### src/hw/iss_consts.vh
`ifndef ISS_CONSTS_VH
`define ISS_CONSTS_VH

// operation codes on op_i
`define ISS_OP_QSUB 3'h0
`define ISS_OP_XSUB 3'h1
`define ISS_OP_HSWAP 3'h2
`define ISS_OP_TRAP 3'h3
`define ISS_OP_NTRAP 3'h4
`define ISS_OP_UNLINK 3'h5
`define ISS_OP_DBGWR 3'h6

// never-taken trap operand size on size_i
`define ISS_SZ_NONE 2'h0
`define ISS_SZ_W16 2'h1
`define ISS_SZ_L32 2'h2

// program counter advance per operand size
`define ISS_PC_INC_NONE 32'h00000002
`define ISS_PC_INC_W16 32'h00000004
`define ISS_PC_INC_L32 32'h00000006

// stack adjustments
`define ISS_SP_LONG 32'h00000004
`define ISS_SP_WORD 32'h00000002

// memory access size on mem_size_o
`define ISS_MSZ_WORD 1'b0
`define ISS_MSZ_LONG 1'b1

`endif

### src/hw/iss_alu.v
`timescale 1ns/1ps
// =====================================================================
// combinational arithmetic for the register-result operations
module iss_alu (
    // operands
    input wire [2:0] op_i,
    input wire [31:0] dst_i,
    input wire [31:0] src_i,
    input wire xflag_i,
    // result
    output reg [31:0] res_o
);
`include "iss_consts.vh"

    always @* begin
        case (op_i)
            `ISS_OP_QSUB: res_o = dst_i - src_i;
            `ISS_OP_XSUB: res_o = dst_i - src_i - {31'h00000000, xflag_i};
            `ISS_OP_HSWAP: res_o = {dst_i[15:0], dst_i[31:16]};
            default: res_o = dst_i;
        endcase
    end

endmodule // iss_alu

### src/hw/iss_exec.v
`timescale 1ns/1ps
module iss_exec (
    // clock and reset
    input wire sys_clk_i,
    input wire sys_rst_i,
    // operation request
    input wire start_i,
    input wire [2:0] op_i,
    input wire [1:0] size_i,
    input wire [31:0] dst_i,
    input wire [31:0] src_i,
    input wire xflag_i,
    input wire [31:0] pc_i,
    input wire [31:0] sp_i,
    input wire [15:0] status_register_i,
    input wire [15:0] format_i,
    input wire [31:0] vector_i,
    input wire [31:0] src_addr_i,
    // memory port
    output reg mem_req_o,
    output reg mem_we_o,
    output reg mem_size_o,
    output reg [31:0] mem_addr_o,
    output reg [31:0] mem_wdata_o,
    input wire mem_ack_i,
    input wire [31:0] mem_rdata_i,
    // register writeback
    output reg rf_we_o,
    output reg [31:0] rf_data_o,
    output reg sp_we_o,
    output reg [31:0] sp_o,
    output reg pc_we_o,
    output reg [31:0] pc_o,
    // debug module
    output reg dbg_we_o,
    output reg [63:0] dbg_data_o,
    // status
    output reg busy_o,
    output reg done_o
);
`include "iss_consts.vh"

    // =================================================================
    // states
    localparam ST_IDLE = 3'h0;
    localparam ST_PUSH_PC = 3'h1;
    localparam ST_PUSH_STAT = 3'h2;
    localparam ST_PUSH_FMT = 3'h3;
    localparam ST_POP = 3'h4;
    localparam ST_DBG_HI = 3'h5;
    localparam ST_DBG_LO = 3'h6;

    function [31:0] ntrap_inc;
        input [1:0] sz;
        begin
            case (sz)
                `ISS_SZ_W16: ntrap_inc = `ISS_PC_INC_W16;
                `ISS_SZ_L32: ntrap_inc = `ISS_PC_INC_L32;
                default: ntrap_inc = `ISS_PC_INC_NONE;
            endcase
        end
    endfunction

    reg [2:0] state_r;
    reg [31:0] sp_r;
    reg [31:0] pc_r;
    reg [15:0] stat_r;
    reg [15:0] fmt_r;
    reg [31:0] vec_r;
    reg [31:0] addr_r;
    wire [31:0] alu_res;

    iss_alu u_alu (
        .op_i(op_i),
        .dst_i(dst_i),
        .src_i(src_i),
        .xflag_i(xflag_i),
        .res_o(alu_res)
    );

    // =================================================================
    // sequencer
    // a memory step holds req until ack; outputs reset to idle values
    always @(posedge sys_clk_i) begin
        if (sys_rst_i) begin
            state_r <= ST_IDLE;
            sp_r <= 32'h00000000;
            pc_r <= 32'h00000000;
            stat_r <= 16'h0000;
            fmt_r <= 16'h0000;
            vec_r <= 32'h00000000;
            addr_r <= 32'h00000000;
            mem_req_o <= 1'b0;
            mem_we_o <= 1'b0;
            mem_size_o <= `ISS_MSZ_LONG;
            mem_addr_o <= 32'h00000000;
            mem_wdata_o <= 32'h00000000;
            rf_we_o <= 1'b0;
            rf_data_o <= 32'h00000000;
            sp_we_o <= 1'b0;
            sp_o <= 32'h00000000;
            pc_we_o <= 1'b0;
            pc_o <= 32'h00000000;
            dbg_we_o <= 1'b0;
            dbg_data_o <= 64'h0000000000000000;
            busy_o <= 1'b0;
            done_o <= 1'b0;
        end else begin
            rf_we_o <= 1'b0;
            sp_we_o <= 1'b0;
            pc_we_o <= 1'b0;
            dbg_we_o <= 1'b0;
            done_o <= 1'b0;
            case (state_r)
                ST_IDLE: begin
                    if (start_i) begin
                        case (op_i)
                            `ISS_OP_QSUB, `ISS_OP_XSUB, `ISS_OP_HSWAP: begin
                                rf_we_o <= 1'b1;
                                rf_data_o <= alu_res;
                                done_o <= 1'b1;
                            end
                            `ISS_OP_NTRAP: begin
                                pc_we_o <= 1'b1;
                                pc_o <= pc_i + ntrap_inc(size_i);
                                done_o <= 1'b1;
                            end
                            `ISS_OP_TRAP: begin
                                sp_r <= sp_i - `ISS_SP_LONG;
                                stat_r <= status_register_i;
                                fmt_r <= format_i;
                                vec_r <= vector_i;
                                mem_req_o <= 1'b1;
                                mem_we_o <= 1'b1;
                                mem_size_o <= `ISS_MSZ_LONG;
                                mem_addr_o <= sp_i - `ISS_SP_LONG;
                                mem_wdata_o <= pc_i;
                                busy_o <= 1'b1;
                                state_r <= ST_PUSH_PC;
                            end
                            `ISS_OP_UNLINK: begin
                                // frame register becomes the stack pointer, then is popped
                                sp_r <= dst_i;
                                mem_req_o <= 1'b1;
                                mem_we_o <= 1'b0;
                                mem_size_o <= `ISS_MSZ_LONG;
                                mem_addr_o <= dst_i;
                                busy_o <= 1'b1;
                                state_r <= ST_POP;
                            end
                            `ISS_OP_DBGWR: begin
                                addr_r <= src_addr_i;
                                mem_req_o <= 1'b1;
                                mem_we_o <= 1'b0;
                                mem_size_o <= `ISS_MSZ_LONG;
                                mem_addr_o <= src_addr_i;
                                busy_o <= 1'b1;
                                state_r <= ST_DBG_HI;
                            end
                            default: begin
                                done_o <= 1'b1;
                            end
                        endcase
                    end
                end
                ST_PUSH_PC: begin
                    if (mem_ack_i) begin
                        sp_r <= sp_r - `ISS_SP_WORD;
                        mem_size_o <= `ISS_MSZ_WORD;
                        mem_addr_o <= sp_r - `ISS_SP_WORD;
                        mem_wdata_o <= {16'h0000, stat_r};
                        state_r <= ST_PUSH_STAT;
                    end
                end
                ST_PUSH_STAT: begin
                    if (mem_ack_i) begin
                        sp_r <= sp_r - `ISS_SP_WORD;
                        mem_addr_o <= sp_r - `ISS_SP_WORD;
                        mem_wdata_o <= {16'h0000, fmt_r};
                        state_r <= ST_PUSH_FMT;
                    end
                end
                ST_PUSH_FMT: begin
                    if (mem_ack_i) begin
                        mem_req_o <= 1'b0;
                        mem_we_o <= 1'b0;
                        sp_we_o <= 1'b1;
                        sp_o <= sp_r;
                        pc_we_o <= 1'b1;
                        pc_o <= vec_r;
                        busy_o <= 1'b0;
                        done_o <= 1'b1;
                        state_r <= ST_IDLE;
                    end
                end
                ST_POP: begin
                    if (mem_ack_i) begin
                        mem_req_o <= 1'b0;
                        rf_we_o <= 1'b1;
                        rf_data_o <= mem_rdata_i;
                        sp_we_o <= 1'b1;
                        sp_o <= sp_r + `ISS_SP_LONG;
                        busy_o <= 1'b0;
                        done_o <= 1'b1;
                        state_r <= ST_IDLE;
                    end
                end
                ST_DBG_HI: begin
                    if (mem_ack_i) begin
                        dbg_data_o[63:32] <= mem_rdata_i;
                        mem_addr_o <= addr_r + `ISS_SP_LONG;
                        state_r <= ST_DBG_LO;
                    end
                end
                ST_DBG_LO: begin
                    if (mem_ack_i) begin
                        mem_req_o <= 1'b0;
                        dbg_data_o[31:0] <= mem_rdata_i;
                        dbg_we_o <= 1'b1;
                        busy_o <= 1'b0;
                        done_o <= 1'b1;
                        state_r <= ST_IDLE;
                    end
                end
                default: begin
                    state_r <= ST_IDLE;
                    mem_req_o <= 1'b0;
                    busy_o <= 1'b0;
                end
            endcase
        end
    end

endmodule // iss_exec

### config.mk
export PLATFORM = sky130hd
export DESIGN_NAME = iss_exec
export DESIGN_NICKNAME = d
export VERILOG_FILES = /design/src/hw/iss_alu.v /design/src/hw/iss_exec.v
export VERILOG_INCLUDE_DIRS = /design/src /design/src/hw
export SDC_FILE = /design/constraint.sdc
export NUM_CORES = 1
export LEC_CHECK = 0
export ABC_AREA = 1
export BUFFER_PORTS_ARGS = -buffer_cell sky130_fd_sc_hd__buf_2
export CORE_ASPECT_RATIO = 1.75
export CORE_MARGIN = 2
export CORE_UTILIZATION = 60
export DETAILED_ROUTE_END_ITERATION = 7
export PLACE_DENSITY = 0.87
export SETUP_SLACK_MARGIN = 0.3
export SYNTH_ARGS = -nofsm -noshare
export SYNTH_HDL_FRONTEND = slang
export SYNTH_SLANG_ARGS = --single-unit
### constraint.sdc
create_clock -name sys_clk_i -period 7.2 [get_ports sys_clk_i]
set_clock_uncertainty 0.1 [all_clocks]
set_input_delay 0 -clock sys_clk_i [delete_from_list [all_inputs] [get_ports sys_clk_i]]
set_output_delay 0 -clock sys_clk_i [all_outputs]
set_load 0.01 [all_outputs]
==> flow_summary.yaml, run 1 <==
status:
  outcome: "stopped before the end"
  stop_stage: "global routing (5_1_grt)"
  firstError: "[ERROR GRT-0116] Global routing finished with congestion. Check the congestion regions in the DRC Viewer."
global_routing:
  grt_pass1_vias: 32700
  track_usage: 0.709
  grt.overflow.total: 6
  grt_pass1_wl_mm: 208
  grt_max_degree: 112
synth:
  synthFlopType: "dfxtp_1"
  yosys_warnings: 0
  synth_nets: 3920
  yosysSeqAreaShare: 0.320
  synthDistinctLibCells: 62
  synthCells: 3610
  synth-edff-count: 0
  synth_area_per_cell_um2: 6.30
  ys_async_sr_fraction: 0
  synth-seq-cells: 363
  syn-cell-area_mm2: 0.0227
die:
  start_util: 0.606
  rows: 94
  die_w_um: 151
  die_h_um: 262
  io_pins: 499
place:
  dp_hpwl_mm: 80.8
  placed_area_mm2: 0.0254
  port_buffers: 498
  place_congestion: 1.21
clocking:
  clockBufferDepth: 3
  cts.sinks: 363
  postCtsSetupBuffers: 0
  cts_resized: 0
  root_buffer: "clkbuf_16"
  htree_levels: 2
  numCtsBuffers: 35
routing by layer:
metal	global-route usage	overflow
met1	0.688	0
met2	0.907	3
met3	0.519	0
met4	0.740	2
met5	0.206	1
cells by family after synthesis:
| logic type | after synthesis | synth area share |
|---|---|---|
| and+or+nand+nor | 1618 | 0.310 |
| AOI/OAI and AO/OA | 845 | 0.204 |
| buffers and inverters | 657 | 0.109 |
| DFF | 363 | 0.320 |
| xor gates and xnor gates | 83 | 0.0320 |
| adders and majority gates | 44 | 0.0249 |
synth_stat cells (all sizes together) (5+ instances only):
library cell,count,area [um^2]
a211oi,8,60.1
a21oi,342,1730
a221oi,5,43.8
a22oi,5,37.5
a31oi,35,219
a41oi,9,78.8
buf,21,100
clkbuf,155,583
clkinv,7,26.3
dfxtp,363,7270
ha,42,526
inv,474,1780
nand2,835,3200
nand3,198,1050
nand3b,5,37.5
nand4,69,444
nor2,403,1630
nor3,68,398
nor4,18,134
o2111ai,5,43.8
o211ai,44,330
o21ai,350,1760
o21bai,8,60.1
o221ai,18,158
or2,9,56.3
xnor2,22,193
xor2,61,534
per-stage QoR:
step	hold slack, ns	instances	setup slack, ns
floorplan	0.0349	3610	4.62
global placement	0.151	4435	3.07
detailed placement	0.155	4435	3.14
CTS	0.00401	4730	3.05
repair_timing:
item | CTS
hold buffers | 237
endpoints found under the hold margin | 316
setup endpoints to repair | 0
==> run 2, diff against run 1 <==
Settings changed: CORE_ASPECT_RATIO 1.75 to not set, CORE_UTILIZATION 60 to 40, PLACE_DENSITY 0.87 to not set, PLACE_DENSITY_LB_ADDON set to 0.15, SETUP_SLACK_MARGIN 0.3 to not set.
==> flow_summary.yaml, run 2 <==
synth:
  synth_compound_area_frac: 0.204
  synth_fa_ha_area_frac: 0.0249
  synth-edff-count: 0
  synth_nets: 3920
  synthDistinctLibCells: 62
  syn-cell-area_mm2: 0.0227
  yosys.area.top_type_share: 0.320
  ys_async_sr_fraction: 0
  yosys.area_share.simple: 0.310
  synth_most_common_cell: "nand2_1"
  synth-seq-cells: 363
  synth_xor_xnor_area_share: 0.0320
  yosys_warnings: 0
  synth_top_family_by_area: "simple AND/OR/NAND/NOR gates"
  yosysSeqAreaShare: 0.320
  yosys.area.top_type: "dfxtp_1"
  synth_mux_area_frac: 0
  synth_area_per_cell_um2: 6.30
  synthFlopType: "dfxtp_1"
  ys_top_cells_by_count: "nand2_1 (818), inv_1 (450), nor2_1 (384), dfxtp_1 (363), o21ai_0 (340)"
  synthCells: 3610
  yosys-top-cells-area: "dfxtp_1 (32%), nand2_1 (14%), o21ai_0 (7.5%)"
status:
  outcome: "finished clean"
critical_path:
  cp_slowest_stage_delay_ns: 0.66
  cp_top_family: "simple AND/OR/NAND/NOR gates"
  crit_chain: "inv_2, nor2_4, inv_1, nor2_1, inv_1, nand2_1, inv_1, nor2_1, inv_1, o21ai_0"
  crit_type: "reg2reg"
  cp_common_cell: "inv_1"
  cp_slowest_cell: "nor2_4"
  rr_worst_depth: 10
  worstSetupStartpointType: "flip-flop"
  reg2reg_to: "sp_o[18]"
  crit_fanout: 34
  worst-path-buf-inv: 5
  crit_end: "sp_o[18]"
  crit_start: "state_r[2]"
  critPathArrivalTime_ns: 4.11
  r2r-start: "state_r[2]"
  r2r_slack_ns: 3.49
  worst_setup_path_end_kind: "flip-flop"
  cp_data_required_time_ns: 7.60
  crit_cells: 10
hold_path:
  hold_path_class: "in2reg"
place:
  port_buffers: 498
  place_congestion: 1.00
  dp_hpwl_mm: 73.9
  placed_area_mm2: 0.0258
power_and_ir_drop:
  p_leak_nw: 13.8
  peakVddDrop_mv: 0.287
  finalPower_mw: 8.37
  powerDensity_mw_per_mm2: 281
routing:
  drtAntennaViolNets: 0
  wl_mm: 99.0
  drtIter0Drc: 2250
  routedWlPerCell_um: 19.6
  drtPass1Iterations: 5
  via_per_inst: 5.35
  dr_total_vias: 27000
  drc: 0
global_routing:
  grt.overflow.total: 0
  grt_max_degree: 117
  grt_pass1_vias: 25200
  track_usage: 0.324
  antenna_found_initial: 8
  grt_pass1_wl_mm: 149
cells_and_area:
  num-nets-final: 4569
  n_fill_cell: 5829
  final_area_mm2: 0.0298
  seqCellArea_mm2: 0.00727
  final_common_cell: "nand2_1"
  drive_above_1_share: 0.164
  syn2layout_area_growth_pct: 31.0
  post-route-util: 0.529
  final_cell_mix: "nand2_1 (816), buf_2 (497), inv_1 (450)"
  largest-register: "dbg_data_o"
  multi_input_area_mm2: 0.0130
  largest_reg_flops: 64
die:
  start_util: 0.404
  rows: 87
  core_region_area_mm2: 0.0563
  die_w_um: 242
  die_area_mm2: 0.0588
  die_h_um: 242
  io_pins: 499
clocking:
  clockBufferDepth: 3
  numCtsBuffers: 42
  htree_levels: 2
  clk_pin_slew_ns: 0.06
  clk_latency_ns: 0.59
  cts.sinks: 363
  root_buffer: "clkbuf_16"
  postCtsSetupBuffers: 0
  cts_tree: "yes"
job:
  drv_cap: 0
timing:
  finalSetupViolations: 0
  grt_setup_unrepaired: "no"
  clock.fmax_mhz: 269
  tightest_slew_ns: 1.13
  min_period_over_period: 0.515
  hold_viol: 0
  slew_viol_final: 0
  fin_crit_ns: 3.71
  setup_tns_ns: 0
  relSlewSlack: 0.242
## run 2: tightest hold or removal path, delay by kind of cell
family          cells  cell delay (ns)
simple gates        1             0.11
buf+inv             2             0.22
compound gates      2             0.19
fa+ha+maj           1             0.13
## run 2: worst min path at each step
stage                               start            end  slack [ns]  cells after the start
floorplan                  mem_rdata_i[0]  dbg_data_o[0]        0.03                      2
CTS                               sp_i[3]        sp_r[3]       0.006                      6
detailed placement            vector_i[3]       vec_r[3]        0.15                      3
global route                     sp_i[14]       sp_r[14]        0.07                      7
global placement    status_register_i[15]     stat_r[15]        0.15                      3
finish                            sp_i[3]        sp_r[3]        0.04                      6
## run 2: kinds of logic after synthesis
| logic type | count (synthesis) |
|---|---|
| AND/OR/NAND/NOR | 1618 |
| AO/OA/AOI/OAI | 845 |
| buffers and inverters | 657 |
| adder cells (fa/ha/maj) | 44 |
| flip-flops | 363 |
| XOR/XNOR | 83 |
## run 2: stage by stage
step,std cells,hold slack [ns],setup WS [ns]
5_1_grt,5049,0.0675,3.05
3_5_place_dp,4715,0.155,3.52
3_3_place_gp,4715,0.151,3.56
6_report,5052,0.0390,3.49
4_1_cts,5047,0.00638,3.46
2_1_floorplan,3610,0.0349,4.62
## run 2: power breakdown
| group | switching [mW] | total, mW | internal, mW |
|---|---|---|---|
| combinational | 2.38 | 3.46 | 1.08 |
| sequential | 0.326 | 2.68 | 2.35 |
| clock | 0.913 | 2.23 | 1.31 |
| total | 3.62 | 8.37 | 4.75 |
## run 2: timing repair
action | 4_1_cts | 5_1_grt
hold buffers | 256 | 0
gates resized for setup | 0 | 0
hold endpoints to repair | 331 | 0
## run 2: routing by layer
layer | global-route usage | share of wire
met5 | 0 | 0.00064
met4 | 0.152 | 0.051
met3 | 0.0644 | 0.084
met2 | 0.525 | 0.45
met1 | 0.414 | 0.41
## run 2: final cells by class
type | instances | area share
clock inverters | 16 | 0.00706
diodes | 5 | 0.000420
repair buffers | 781 | 0.177
multi-input cells | 2590 | 0.438
flip-flops and latches | 363 | 0.244
inverters | 481 | 0.0608
clock buffers | 60 | 0.0416
well taps | 756 | 0.0318
Power figures use the tool's default switching activity.
==> run 3, diff against run 2 <==
Settings changed: ABC_AREA 1 to 0.
Clock period 7.2 ns to 3.19 ns, I/O delays scaled along.
==> flow_summary.yaml, run 3 <==
place:
  place_congestion: 0.958
  dp_hpwl_mm: 69.8
  post-place-ws_ns: -0.381
  placed_area_mm2: 0.0260
  port_buffers: 498
critical_path:
  critPathArrivalTime_ns: 3.40
  worstSetupStartpointType: "input pin"
  cp_data_required_time_ns: 3.51
  worst_setup_path_end_kind: "flip-flop"
  crit_type: "in2reg"
  crit_fanout: 7
timing:
  min_period_over_period: 0.966
  tightest_slew_ns: 1.11
  relSlewSlack: 0.258
  finalSetupViolations: 0
  grt_setup_unrepaired: "no"
  slew_viol_final: 0
  fin_hold_ws_ns: 0.0345
  fin_crit_ns: 3.08
  clock.fmax_mhz: 324
  fin_ws_ns: 0.107
  hold_viol: 0
routing:
  routedWlPerCell_um: 20.8
  drc: 0
  drtIter0Drc: 2017
  via_per_inst: 5.65
  dr_total_vias: 25200
  wl_mm: 92.9
  drtPass1Iterations: 8
  drtAntennaViolNets: 0
synth:
  synthDistinctLibCells: 98
  yosys-top-cells-area: "dfxtp_1 (34%), nand2_1 (9.4%), a21oi_1 (8.0%)"
  yosys.area.top_type: "dfxtp_1"
  ys_async_sr_fraction: 0
  syn-cell-area_mm2: 0.0217
  yosysSeqAreaShare: 0.335
  synth_area_per_cell_um2: 7.33
  yosys_warnings: 0
  synth-edff-count: 0
  synthCells: 2955
  synthFlopType: "dfxtp_1"
  synth_nets: 3265
  yosys.area.top_type_share: 0.335
  synth-seq-cells: 363
  synth_most_common_cell: "nand2_1"
  ys_top_cells_by_count: "nand2_1 (543), dfxtp_1 (363), a21oi_1 (345), nor2_1 (328), clkbuf_1 (202)"
cells_and_area:
  final_cell_mix: "nand2_1 (540), buf_2 (497), dfxtp_1 (362)"
  largest_reg_flops: 64
  drive_above_1_share: 0.239
  final_area_mm2: 0.0297
  syn2layout_area_growth_pct: 37.2
  final_common_cell: "nand2_1"
  num-nets-final: 4036
  largest-register: "dbg_data_o"
power_and_ir_drop:
  powerDensity_mw_per_mm2: 455
  p_leak_nw: 12.3
  peakVddDrop_mv: 0.416
global_routing:
  track_usage: 0.318
  grt_pass1_vias: 24000
  antenna_found_initial: 11
  grt_pass1_wl_mm: 139
  grt.overflow.total: 0
  grt_max_degree: 158
clocking:
  root_buffer: "clkbuf_16"
  clk_latency_ns: 0.57
  clockBufferDepth: 3
  numCtsBuffers: 42
  htree_levels: 2
  cts.sinks: 363
  clk_pin_slew_ns: 0.06
  cts_tree: "yes"
die:
  io_pins: 499
  die_h_um: 237
  rows: 85
  die_w_um: 237
  start_util: 0.403
  core_region_area_mm2: 0.0537
  die_area_mm2: 0.0560
job:
  drv_cap: 0
status:
  outcome: "finished clean"
hold_path:
  hold_path_class: "in2reg"
[run 3: cell count changes after synthesis, moves of 30 or more]
cell | previous run | this run
a211oi_1 | 8 | 112
clkbuf_1 | 154 | 202
inv_1 | 450 | 63
nand2_1 | 818 | 543
nand3_1 | 190 | 64
nand4_1 | 67 | 37
nor2_1 | 384 | 328
o21ai_0 | 340 | 121
xnor2_1 | 22 | 83
[run 3: kinds of logic after synthesis]
group / synth area share
and+or+nand+nor: 0.253
AOI/OAI and AO/OA: 0.252
DFF: 0.335
buffers and inverters: 0.0574
xor gates and xnor gates: 0.0663
adders and majority gates: 0.0261
muxes: 0.00913
[run 3: cell type report]
class	count	area, um^2
inverter	63	236
antenna	6	15.0
tap	696	871
clock inverter	13	119
sequential	363	7270
clock buffer	62	1240
multi-input combinational	2294	13400
fill	5146	24000
timing repair buffer	962	6610
[run 3: metal layers]
layer  global-route usage  part of all wire
met1                0.412              0.42
met2                0.518              0.46
met3               0.0634             0.080
met4                0.131             0.045
met5                    0           0.00033
[run 3: metrics by stage]
step                 util  setup TNS, ns  power [mW]  instances
finish              0.554              0        13.5       4459
global route        0.553              0        14.1       4458
CTS                 0.549              0        13.5       4445
detailed placement  0.485          -4.59        8.51       4160
global placement    0.485          -2.69        8.49       4160
floorplan               -              0        6.96       2955
[run 3: final timing paths]
kind,startpoint,to,slack (ns),depth (start not counted)
setup reg to reg,sp_r[7],mem_addr_o[27],0.15,9
setup / recovery,dst_i[2],rf_data_o[31],0.11,15
hold / removal,dst_i[22],rf_data_o[22],0.03,4
hold reg to reg,mem_wdata_o[0],mem_wdata_o[0],0.35,2
[run 3: report_power, final]
group	switching (mW)	leakage [nW]	internal [mW]	total, mW
Clock	2.00	0.677	2.77	4.77
Sequential	0.179	2.95	4.74	4.92
Combinational	2.22	8.69	1.63	3.85
[run 3: what timing repair did]
item,4_1_cts,5_1_grt
resized for setup,0,32
hold buffers,210,0
hold endpoints to repair,293,0
setup endpoints to repair,0,22
buffers inserted,0,8
[run 3: critical path: stages]
cell	delay, ns
dlygate4sd3_1	0.53
buf_2	0.15
ha_4	0.27
a21o_1	0.20
a221oi_2	0.27
buf_4	0.17
xor2_2	0.18
o211ai_1	0.11
nand4b_1	0.26
nor4_4	0.35
nand4_1	0.14
buf_4	0.19
nor3b_1	0.27
mux2i_1	0.22
o32ai_1	0.08
